File: src/bdc_pkg.sv
// Constants and types for the background debug command executor.
// Functional notes
// - Read data/address register, return contents
// - Write operand into named data/address register
// - Read system register; all supervisor-readable ones
// - Write operand into selected system register
// - Memory read, sized, space from source code
// - Memory write, space from destination code
// - Dump returns next operand after initial read
// - Resume: flush, refill pipe, leave debug mode
// - Patch: stack PC at SP-4, run patch
// - Peripheral reset active 512 cycles, core untouched
// - Null command changes no state
package bdc_pkg;
    localparam int unsigned RST_PULSE_CYCLES = 512;
    localparam int unsigned REG_SEL_W = 4;
    localparam int unsigned SYSREG_CNT = 8;
    localparam logic [2:0] SYS_PC = 3'h0;
    localparam logic [2:0] SYS_SR = 3'h1;
    localparam logic [2:0] SYS_USP = 3'h2;
    localparam logic [2:0] SYS_SSP = 3'h3;
    localparam logic [2:0] SYS_VBR = 3'h4;
    localparam logic [2:0] SYS_SRC_SPACE = 3'h5;
    localparam logic [2:0] SYS_DST_SPACE = 3'h6;
    localparam logic [2:0] SYS_ATEMP = 3'h7;
    localparam logic [4:0] FILL_LEN = 5'h10;
    localparam logic [1:0] SZ_BYTE = 2'h0;
    localparam logic [1:0] SZ_WORD = 2'h1;
    localparam logic [1:0] SZ_LONG = 2'h2;
    localparam logic [31:0] RESET_WORD = 32'h0000_0000;
    localparam logic [31:0] SR_RESET = 32'h0000_2700;
    typedef enum logic [3:0] {
        BDC_NOP,
        BDC_RD_REG,
        BDC_WRREG,
        BDC_RSYS,
        BDC_WSYS,
        BDC_READ,
        BDC_WRITE,
        BDC_DUMP,
        BDC_FILL,
        BDC_GO,
        BDC_CALL,
        BDC_RST
    } bdc_cmd_t;
    typedef enum logic [2:0] {
        ST_IDLE,
        ST_MEM,
        ST_STACK,
        ST_FLUSH,
        ST_RUN,
        ST_PRST
    } bdc_state_t;
endpackage

File: src/bdc_exec.sv
// Background debug command executor: decodes host commands and runs them on the core state.
`timescale 1ns/1ns
module bdc_exec #(
    parameter int unsigned RST_CYCLES = bdc_pkg::RST_PULSE_CYCLES
) (
    input wire logic i_clk,
    input wire logic i_rst,
    input wire logic i_cmd_valid,
    input wire bdc_pkg::bdc_cmd_t i_cmd,
    input wire logic [bdc_pkg::REG_SEL_W-1:0] i_reg_sel,
    input wire logic [1:0] i_size,
    input wire logic [31:0] i_addr,
    input wire logic [31:0] i_operand,
    input wire logic i_mem_ack,
    input wire logic [31:0] i_mem_rdata,
    input wire logic i_core_halted,
    output logic o_cmd_ready,
    output logic o_resp_valid,
    output logic [31:0] o_resp_data,
    output logic o_mem_req,
    output logic o_mem_we,
    output logic [31:0] o_mem_addr,
    output logic [1:0] o_mem_size,
    output logic [2:0] o_mem_space,
    output logic [31:0] o_mem_wdata,
    output logic o_pipe_flush,
    output logic o_resume,
    output logic o_periph_reset
);
    import bdc_pkg::*;

    localparam int unsigned CNT_W = $clog2(RST_CYCLES + 1);

    logic [31:0] gpr_ff [16];
    logic [31:0] nxt_gpr [16];
    logic [31:0] sys_ff [SYSREG_CNT];
    logic [31:0] nxt_sys [SYSREG_CNT];
    bdc_state_t state_ff, nxt_state;
    logic [31:0] ptr_ff, nxt_ptr;
    logic [1:0] size_ff, nxt_size;
    logic [CNT_W-1:0] cnt_ff, nxt_cnt;
    logic cmd_ready_ff, nxt_cmd_ready;
    logic resp_valid_ff, nxt_resp_valid;
    logic [31:0] resp_data_ff, nxt_resp_data;
    logic mem_req_ff, nxt_mem_req;
    logic mem_we_ff, nxt_mem_we;
    logic [31:0] mem_addr_ff, nxt_mem_addr;
    logic [1:0] mem_size_ff, nxt_mem_size;
    logic [2:0] mem_space_ff, nxt_mem_space;
    logic [31:0] mem_wdata_ff, nxt_mem_wdata;
    logic flush_ff, nxt_flush;
    logic resume_ff, nxt_resume;
    logic prst_ff, nxt_prst;

    // Byte count of one sized access; used for every pointer step.
    function automatic logic [31:0] size_step(input logic [1:0] sz);
        size_step = (sz == SZ_BYTE) ? 32'h1 : ((sz == SZ_WORD) ? 32'h2 : 32'h4);
    endfunction

    wire take = i_cmd_valid && cmd_ready_ff;
    wire [31:0] sp_now = gpr_ff[15];

    always_comb begin
        nxt_state = state_ff;
        nxt_gpr = gpr_ff;
        nxt_sys = sys_ff;
        nxt_ptr = ptr_ff;
        nxt_size = size_ff;
        nxt_cnt = cnt_ff;
        nxt_cmd_ready = cmd_ready_ff;
        nxt_resp_valid = 1'b0;
        nxt_resp_data = resp_data_ff;
        nxt_mem_req = mem_req_ff;
        nxt_mem_we = mem_we_ff;
        nxt_mem_addr = mem_addr_ff;
        nxt_mem_size = mem_size_ff;
        nxt_mem_space = mem_space_ff;
        nxt_mem_wdata = mem_wdata_ff;
        nxt_flush = 1'b0;
        nxt_resume = 1'b0;
        nxt_prst = prst_ff;
        unique case (state_ff)
            ST_IDLE: begin
                // One command in flight at a time, so answers leave in issue order.
                nxt_cmd_ready = i_core_halted;
                if (take) begin
                    unique case (i_cmd)
                        BDC_NOP: begin
                            nxt_cmd_ready = 1'b1;
                        end
                        BDC_RD_REG: begin
                            nxt_resp_valid = 1'b1;
                            nxt_resp_data = gpr_ff[i_reg_sel];
                        end
                        BDC_WRREG: begin
                            nxt_gpr[i_reg_sel] = i_operand;
                        end
                        BDC_RSYS: begin
                            nxt_resp_valid = 1'b1;
                            nxt_resp_data = sys_ff[i_reg_sel[2:0]];
                        end
                        BDC_WSYS: begin
                            nxt_sys[i_reg_sel[2:0]] = i_operand;
                        end
                        BDC_READ, BDC_DUMP: begin
                            nxt_cmd_ready = 1'b0;
                            nxt_state = ST_MEM;
                            nxt_mem_req = 1'b1;
                            nxt_mem_we = 1'b0;
                            nxt_mem_space = sys_ff[SYS_SRC_SPACE][2:0];
                            if (i_cmd == BDC_READ) begin
                                nxt_mem_addr = i_addr;
                                nxt_mem_size = i_size;
                                nxt_size = i_size;
                            end else begin
                                nxt_mem_addr = ptr_ff + size_step(size_ff);
                                nxt_mem_size = size_ff;
                            end
                        end
                        BDC_WRITE, BDC_FILL: begin
                            nxt_cmd_ready = 1'b0;
                            nxt_state = ST_MEM;
                            nxt_mem_req = 1'b1;
                            nxt_mem_we = 1'b1;
                            nxt_mem_wdata = i_operand;
                            nxt_mem_space = sys_ff[SYS_DST_SPACE][2:0];
                            if (i_cmd == BDC_WRITE) begin
                                nxt_mem_addr = i_addr;
                                nxt_mem_size = i_size;
                                nxt_size = i_size;
                            end else begin
                                nxt_mem_addr = ptr_ff + size_step(size_ff);
                                nxt_mem_size = size_ff;
                            end
                        end
                        BDC_GO: begin
                            nxt_cmd_ready = 1'b0;
                            nxt_flush = 1'b1;
                            nxt_state = ST_FLUSH;
                        end
                        BDC_CALL: begin
                            // The PC goes to the stack as one long word below the current SP.
                            nxt_cmd_ready = 1'b0;
                            nxt_gpr[15] = sp_now - 32'h4;
                            nxt_mem_req = 1'b1;
                            nxt_mem_we = 1'b1;
                            nxt_mem_addr = sp_now - 32'h4;
                            nxt_mem_size = SZ_LONG;
                            nxt_mem_space = sys_ff[SYS_DST_SPACE][2:0];
                            nxt_mem_wdata = sys_ff[SYS_PC];
                            nxt_sys[SYS_PC] = i_operand;
                            nxt_state = ST_STACK;
                        end
                        BDC_RST: begin
                            nxt_cmd_ready = 1'b0;
                            nxt_prst = 1'b1;
                            nxt_cnt = CNT_W'(RST_CYCLES - 1);
                            nxt_state = ST_PRST;
                        end
                        default: begin
                            nxt_cmd_ready = 1'b1;
                        end
                    endcase
                end
            end
            ST_MEM: begin
                if (i_mem_ack) begin
                    nxt_mem_req = 1'b0;
                    nxt_ptr = mem_addr_ff;
                    nxt_resp_valid = !mem_we_ff;
                    nxt_resp_data = i_mem_rdata;
                    nxt_cmd_ready = 1'b1;
                    nxt_state = ST_IDLE;
                end
            end
            ST_STACK: begin
                if (i_mem_ack) begin
                    nxt_mem_req = 1'b0;
                    nxt_flush = 1'b1;
                    nxt_state = ST_FLUSH;
                end
            end
            ST_FLUSH: begin
                // Pipe refill is one cycle after the flush pulse, then execution restarts.
                nxt_resume = 1'b1;
                nxt_state = ST_RUN;
            end
            ST_RUN: begin
                if (i_core_halted && !resume_ff) begin
                    nxt_cmd_ready = 1'b1;
                    nxt_state = ST_IDLE;
                end
            end
            ST_PRST: begin
                if (cnt_ff == '0) begin
                    nxt_prst = 1'b0;
                    nxt_cmd_ready = 1'b1;
                    nxt_state = ST_IDLE;
                end else begin
                    nxt_cnt = cnt_ff - CNT_W'(1);
                end
            end
        endcase
    end

    always_ff @(posedge i_clk or posedge i_rst) begin
        if (i_rst) begin
            state_ff <= ST_IDLE;
            for (int i = 0; i < 16; i++) begin
                gpr_ff[i] <= RESET_WORD;
            end
            for (int i = 0; i < SYSREG_CNT; i++) begin
                sys_ff[i] <= (i == SYS_SR) ? SR_RESET : RESET_WORD;
            end
            ptr_ff <= RESET_WORD;
            size_ff <= SZ_LONG;
            cnt_ff <= '0;
            cmd_ready_ff <= 1'b0;
            resp_valid_ff <= 1'b0;
            resp_data_ff <= RESET_WORD;
            mem_req_ff <= 1'b0;
            mem_we_ff <= 1'b0;
            mem_addr_ff <= RESET_WORD;
            mem_size_ff <= SZ_LONG;
            mem_space_ff <= 3'h0;
            mem_wdata_ff <= RESET_WORD;
            flush_ff <= 1'b0;
            resume_ff <= 1'b0;
            prst_ff <= 1'b0;
        end else begin
            state_ff <= nxt_state;
            gpr_ff <= nxt_gpr;
            sys_ff <= nxt_sys;
            ptr_ff <= nxt_ptr;
            size_ff <= nxt_size;
            cnt_ff <= nxt_cnt;
            cmd_ready_ff <= nxt_cmd_ready;
            resp_valid_ff <= nxt_resp_valid;
            resp_data_ff <= nxt_resp_data;
            mem_req_ff <= nxt_mem_req;
            mem_we_ff <= nxt_mem_we;
            mem_addr_ff <= nxt_mem_addr;
            mem_size_ff <= nxt_mem_size;
            mem_space_ff <= nxt_mem_space;
            mem_wdata_ff <= nxt_mem_wdata;
            flush_ff <= nxt_flush;
            resume_ff <= nxt_resume;
            prst_ff <= nxt_prst;
        end
    end

    assign o_cmd_ready = cmd_ready_ff;
    assign o_resp_valid = resp_valid_ff;
    assign o_resp_data = resp_data_ff;
    assign o_mem_req = mem_req_ff;
    assign o_mem_we = mem_we_ff;
    assign o_mem_addr = mem_addr_ff;
    assign o_mem_size = mem_size_ff;
    assign o_mem_space = mem_space_ff;
    assign o_mem_wdata = mem_wdata_ff;
    assign o_pipe_flush = flush_ff;
    assign o_resume = resume_ff;
    assign o_periph_reset = prst_ff;

    property p_rd_reg;
        @(posedge i_clk) disable iff (i_rst)
        (take && i_cmd == BDC_RD_REG) |=> (resp_valid_ff && resp_data_ff == $past(gpr_ff[i_reg_sel]));
    endproperty
    a_rd_reg: assert property (p_rd_reg) else $error("register read did not answer next cycle");

    property p_wrreg;
        @(posedge i_clk) disable iff (i_rst)
        (take && i_cmd == BDC_WRREG) |=> (gpr_ff[$past(i_reg_sel)] == $past(i_operand));
    endproperty
    a_wrreg: assert property (p_wrreg) else $error("register write not stored");

    property p_wsys;
        @(posedge i_clk) disable iff (i_rst)
        (take && i_cmd == BDC_WSYS) |=> (sys_ff[$past(i_reg_sel[2:0])] == $past(i_operand));
    endproperty
    a_wsys: assert property (p_wsys) else $error("system register write not stored");

    property p_rdspace;
        @(posedge i_clk) disable iff (i_rst)
        (take && i_cmd == BDC_READ) |=> (mem_req_ff && !mem_we_ff && mem_space_ff == sys_ff[SYS_SRC_SPACE][2:0]);
    endproperty
    a_rdspace: assert property (p_rdspace) else $error("memory read used wrong space");

    property p_wrspace;
        @(posedge i_clk) disable iff (i_rst)
        (take && i_cmd == BDC_WRITE) |=> (mem_req_ff && mem_we_ff && mem_space_ff == sys_ff[SYS_DST_SPACE][2:0]);
    endproperty
    a_wrspace: assert property (p_wrspace) else $error("memory write used wrong space");

    property p_dump;
        @(posedge i_clk) disable iff (i_rst)
        (take && i_cmd == BDC_DUMP) |=> (mem_addr_ff == $past(ptr_ff) + size_step($past(size_ff)));
    endproperty
    a_dump: assert property (p_dump) else $error("dump address did not advance");

    property p_go;
        @(posedge i_clk) disable iff (i_rst)
        (take && i_cmd == BDC_GO) |=> flush_ff ##1 resume_ff;
    endproperty
    a_go: assert property (p_go) else $error("resume sequence wrong");

    // Helper count of the pulse high time; only the length check reads it, so the check is exact at any length.
    logic [CNT_W-1:0] prst_len_ff, nxt_prst_len;
    always_comb begin
        nxt_prst_len = prst_ff ? (prst_len_ff + CNT_W'(1)) : '0;
    end
    always_ff @(posedge i_clk or posedge i_rst) begin
        if (i_rst) begin
            prst_len_ff <= '0;
        end else begin
            prst_len_ff <= nxt_prst_len;
        end
    end

    property p_rst_len;
        @(posedge i_clk) disable iff (i_rst)
        $fell(prst_ff) |-> (prst_len_ff == CNT_W'(RST_CYCLES));
    endproperty
    a_rst_len: assert property (p_rst_len) else $error("peripheral reset pulse length wrong");

    property p_nop;
        @(posedge i_clk) disable iff (i_rst)
        (take && i_cmd == BDC_NOP) |=> (!resp_valid_ff && !mem_req_ff && !flush_ff && !prst_ff &&
            gpr_ff[$past(i_reg_sel)] == $past(gpr_ff[i_reg_sel]) && sys_ff[SYS_PC] == $past(sys_ff[SYS_PC]));
    endproperty
    a_nop: assert property (p_nop) else $error("null command changed state");
endmodule

File: config.mk
export PLATFORM = sky130hd
export DESIGN_NAME = bdc_exec
export DESIGN_NICKNAME = d
export VERILOG_FILES = /design/src/bdc_pkg.sv /design/src/bdc_exec.sv
export SDC_FILE = /design/constraint.sdc
export NUM_CORES = 2
export LEC_CHECK = 0
export BUFFER_PORTS_ARGS = -buffer_cell sky130_fd_sc_hd__clkbuf_2
export CAP_MARGIN = 25
export CELL_PAD_IN_SITES_DETAIL_PLACEMENT = 0
export CELL_PAD_IN_SITES_GLOBAL_PLACEMENT = 1
export CORE_UTILIZATION = 35
export DETAILED_ROUTE_END_ITERATION = 10
export HOLD_SLACK_MARGIN = 0.03
export PLACE_DENSITY_LB_ADDON = 0.1
export SLEW_MARGIN = 10
export SYNTH_ARGS = -nofsm -noshare
export SYNTH_HDL_FRONTEND = slang
export SYNTH_SLANG_ARGS = --single-unit
File: constraint.sdc
create_clock -name i_clk -period 25.7 [get_ports i_clk]
set_clock_uncertainty 0.1 [all_clocks]
set_input_delay 1.285 -clock i_clk [delete_from_list [all_inputs] [get_ports i_clk]]
set_output_delay 1.285 -clock i_clk [all_outputs]
set_load 0.02 [all_outputs]
== After elaboration in Yosys (flattened, before gate mapping) ==
Index checks and enable logic that the tools add are counted.
W data, S select, Z words.
Word-level totals
  word-level logic and storage cells: 184
  output and inout bits: 108
  bits of input ports: 111
  flip-flop bits (word level): 923
Cells by class
  add/sub/neg operators: 3
  reduce and logical (&&, ||, !) cells: 43
  $lt $le $gt $ge: 4
  bitwise logic cells: 2
  equality and inequality tests: 28
  multiplexer cells: 64
Operators by type and width (number)
  $bwmux W512: 1
  $mux W32: 10
  $pmux W32 S2: 5
  $bwmux W256: 1
  $bmux W32 S4: 1
  $demux W32 S4: 1
  $bmux W32 S3: 1
  $demux W32 S3: 1
  $pmux W32 S3: 1
  $add A32 B3 Y32: 1
  $sub A32 B3 Y32 const B: 1
  $mux W10: 3
  $reduce_and A3 Y1: 8
  $mux W3: 7
  $pmux W10 S2: 1
  $reduce_and A4 Y1: 5
  $pmux W3 S6: 1
  $mux W1: 17
  $eq A4 B3 Y1 const B: 4
  $eq A4 B4 Y1 const B: 4
  $reduce_bool A2 Y1: 8
  $ne A2 B2 Y1 const B: 7
  $pmux W1 S2: 6
  $pmux W3 S4: 1
  35 further kinds: 48

== Logic depth before layout (Yosys ltp) ==
  depth after elaboration: 7
  depth in mapped cells: 10
  mapped depth without buffers: 8

== Worst setup path after synthesis ==
Ideal clock, no wire load.
  path kind: input-to-reg
  start point: input port i_reg_sel[0] (netlist bit)
  end point: register resp_data_ff[17] (netlist: o_resp_data[17])
  required time: 25.458 ns
  arrival: 3.210 ns
  setup time: 0.142 ns
  stages on the path: 6
  setup slack: 22.247 ns
  buffers on the path: 2
  path through: buf_2 -> clkbuf_1 -> mux4_2 -> mux4_2 -> o21ai_0 -> o221ai_1
On the way
  longest elaborated chain between the ends: 7
  elaborated cells on any way between the ends: 11
  those cells by class: mux (9); bitwise (2)
RTL lines
  from (decl): RTL line bdc_exec.sv:10  | input wire logic [bdc_pkg::REG_SEL_W-1:0] i_reg_sel,
  $not A4 Y5 (not written as such) / $not A3 Y4 (equally long branches): RTL line bdc_exec.sv:93, bdc_exec.sv:100
  $bmux W32 S4 / $bmux W32 S3 (equally long branches): RTL line bdc_exec.sv:93, bdc_exec.sv:100
  $mux W32, on equally long branches (2 in series): RTL line bdc_exec.sv:93, bdc_exec.sv:100
  $pmux W32 S2 (*): RTL line bdc_exec.sv:87  | unique case (i_cmd)
  $mux W32 (*): RTL line bdc_exec.sv:86  | if (take) begin
  $pmux W32 S2 (*): RTL line bdc_exec.sv:82  | unique case (state_ff)
  to (signal assigned): RTL line bdc_exec.sv:239  | resp_data_ff <= nxt_resp_data;
  to (decl): RTL line bdc_exec.sv:44  | logic [31:0] resp_data_ff, nxt_resp_data;
Every way passes the cells marked *; elsewhere a longest branch is shown, timed or not. The select of a mux whose other input is x is not followed.
A chain may end at the register's enable or synchronous reset.

==> results_dict.tcl <==
set metrics [dict create \
    outcome "completed" \
    clk_pin_slew_ps 60 \
    max-cap-violations 0 \
    remaining_drc_errors 0 \
    fmax_mhz 208 \
    cts_tree "built" \
    post_drt_via_cell_ratio 5.69 \
    rsz0062_at_grt "false" \
    r2r.worst_path.cells 5 \
    timing.critical_path.fanout_max 71 \
    detail_route.first_pass.iterations 6 \
    setup.reg_to_reg.worst_slack_ps 21770 \
    cts-hold-fix-buffers 0 \
    hold_path_end "gpr_ff[304]$_DFFE_PP0P_" \
    dpl_worst_slack_ps 19270 \
    ant_nets 0 \
    leakagePower_nw 23.4 \
    design_power_total_mw 4.40 \
    max_slew.worst_pin.slew_ps 1110 \
    layout-drive-gt1-share 0.428 \
    first_global_vias 30300 \
    num-fill-cells 11600 \
    tritoncts_num_sinks 923 \
    detailed_placement_hpwl_mm 87.7 \
    timing.critical_path.arrival_ps 5440 \
    route.vias.total 29000 \
    cts-resized-gates 0 \
    initialDrtViolationCount 1907 \
    placementRows 130 \
    timing.final.crit_share 0.187 \
    placed_cells 4902 \
    ys_warn_count 0 \
    synth_edf_count 0 \
    cts_buffer_depth 3 \
    syn_avg_cell_area_um2 13.5 \
    worstSetupStartpointType "input port" \
    dominant_combinational_cell_family_by_area_after_synthesis "multiplexers" \
    drv_slew 0 \
    grt_util_all_layers 0.227 \
    synth_nets 3403 \
    postRouteWirelength_mm 144 \
    synth_xor_xnor_area_share 0.00415 \
    hold_start "gpr_ff[304]$_DFFE_PP0P_" \
    layout.cells.most_common "dfrtp_1" \
    worstHoldPathCells 1 \
    routed_wire_length_per_instance_um 28.2 \
    worstReg2RegStart "state_ff[0]$_DFFE_PP0P_" \
    power_per_cell_area_nw_per_um2 86.6 \
    layout.cells.most_common_list "917 x dfrtp_1, 740 x mux2_2, 225 x nand2_1, 224 x mux4_2, 214 x clkbuf_2" \
    hold_viol_final 0 \
    r2r_end "sys_ff[210]$_DFFE_PP0P_" \
    io_buffer_count 218 \
    final.setup.worst_slack_ps 20890 \
    grt_overflow_total 0 \
    synth_flop_cell "dfrtp_1" \
    area_of_combinational_cells_with_multiple_inputs_um2 20000 \
    yosys.area_share.simple 0.0647 \
    grt_start_max_net_pins 85 \
    final_period_minus_worst_setup_slack_ps 4810 \
    post_synthesis_cell_type_count 86 \
    finalCoreUtilization 0.404 \
    cts_buf_count 106 \
    flops_latches_synth 923 \
    clockRootBuffer "clkbuf_16" \
    critPathRequiredTime_ps 26340 \
    nNetsFinal 3483 \
    gp_congestion 0.800 \
    post-route-cell-area_um2 50700 \
    post-cts-setup-buffer-count 0 \
    postSynthCellCount 3286 \
    effective_utilization_at_floorplan 0.353 \
    ioPinCount 219 \
    htree_levels 3 \
    synth_async_sr_flop_share 1.00 \
    seq_area_frac_synth 0.522 \
    seq_area_um2 23100 \
    antenna_found_initial 10 \
    tns_ps 0 \
    hold-worst-slack_ps 379 \
    die_w_um 358 \
    clkLatencyLatePin_ps 700 \
    finalSetupViolations 0 \
    grt_pass1_wl_mm 213 \
    worstHoldPathType "reg -> reg" \
    detailed_place.area_um2 46900 \
    relSlewSlack 0.259 \
    synthAdderAreaFrac 0.00209 \
    criticalPathCategory "in -> async" \
    irDropWorstVdd_v 0.0000540 \
    syn_area_um2 44300 \
    synth_compound_gate_area_share 0.0580 \
    signed_area_change_from_the_synthesized_netlist_to_the_final_layout_pct 14.6 \
    die_area_um2 128000 \
    setup.worst_path.end_class "asynchronous set/reset pin" \
    synthMuxAreaShare 0.318 \
    die_y_um 358 \
    core_region_area_um2 126000 \
    final_cells 5106 \
]
## worst max path at each step
stage | end | slack [ps] | from | cells after the start
after detailed placement | gpr_ff[148]$_DFFE_PP0P_ | 19270 | i_rst | 7
final | gpr_ff[247]$_DFFE_PP0P_ | 20890 | i_rst | 7
after global routing | gpr_ff[149]$_DFFE_PP0P_ | 20190 | i_rst | 7
after floorplan | cnt_ff[0]$_DFFE_PP0P_ | 11620 | i_rst | 1
after global placement | gpr_ff[148]$_DFFE_PP0P_ | 19550 | i_rst | 7
after CTS | gpr_ff[149]$_DFFE_PP0P_ | 20030 | i_rst | 7
## cell type report
cell class	instances	area share
Sequential cell	923	0.455
Multi-Input combinational cell	2036	0.394
Clock buffer	161	0.0633
Tap cell	1650	0.0407
Timing Repair Buffer	283	0.0348
Clock inverter	34	0.0102
Inverter	16	0.00126
Antenna cell	3	0.000148
## per-layer routing
| metal | GRT usage | share of wire | vias up |
|---|---|---|---|
| met5 | 0 | 0.00016 | - |
| met3 | 0.0314 | 0.047 | 179 |
| met2 | 0.357 | 0.46 | 689 |
| met4 | 0.0560 | 0.021 | 4 |
| met1 | 0.330 | 0.47 | 15700 |
| li1 | - | - | 12400 |
## logic make-up after synthesis
family	after synthesis
multiplexers	1032
flip-flops	923
AND/OR/NAND/NOR	583
AO/OA/AOI/OAI	393
buffers and inverters	327
XOR/XNOR	21
adder cells (fa/ha/maj)	7
## report_power, final
group          switching, mW  internal, mW
combinational          0.504         0.367
clock                  0.635         0.962
sequential             0.254          1.67
## synthesized netlist by cell type (8+ instances only)
| cell type | n | share of area |
|---|---|---|
| a21o_1 | 8 | 0.0014 |
| a21oi_1 | 67 | 0.0076 |
| a31oi_1 | 61 | 0.0086 |
| and3_1 | 9 | 0.0013 |
| and4_1 | 8 | 0.0016 |
| buf_1 | 51 | 0.0043 |
| buf_2 | 72 | 0.0081 |
| clkbuf_1 | 177 | 0.015 |
| dfrtp_1 | 917 | 0.52 |
| inv_1 | 16 | 0.0014 |
| mux2_1 | 30 | 0.0076 |
| mux2_2 | 740 | 0.19 |
| mux2i_1 | 38 | 0.0086 |
| mux4_2 | 224 | 0.11 |
| nand2_1 | 240 | 0.020 |
| nand2b_1 | 12 | 0.0017 |
| nand3_1 | 28 | 0.0032 |
| nand4_1 | 13 | 0.0018 |
| nor2_1 | 117 | 0.0099 |
| nor3_1 | 37 | 0.0042 |
| nor4_1 | 33 | 0.0047 |
| o21a_1 | 12 | 0.0020 |
| o21ai_0 | 104 | 0.012 |
| o221ai_1 | 30 | 0.0059 |
| o22ai_1 | 14 | 0.0020 |
| o31a_1 | 14 | 0.0028 |
| or3_1 | 20 | 0.0028 |
| or4_1 | 15 | 0.0025 |
| xnor2_1 | 14 | 0.0028 |
## sequential cells by signal, indices dropped and copies added (netlist names), 10 cells and up
register and cells:
gpr_ff 480, sys_ff 256, o_mem_addr 32, o_mem_wdata 32
o_resp_data 32, ptr_ff 32, sp_now 32, cnt_ff 10
## worst max-delay path: stages
cell	delay (ps)
clkbuf_2	100
clkinvlp_4	150
buf_4	730
buf_4	700
buf_4	700
buf_4	840
buf_4	770
Power figures use the tool's default switching activity.
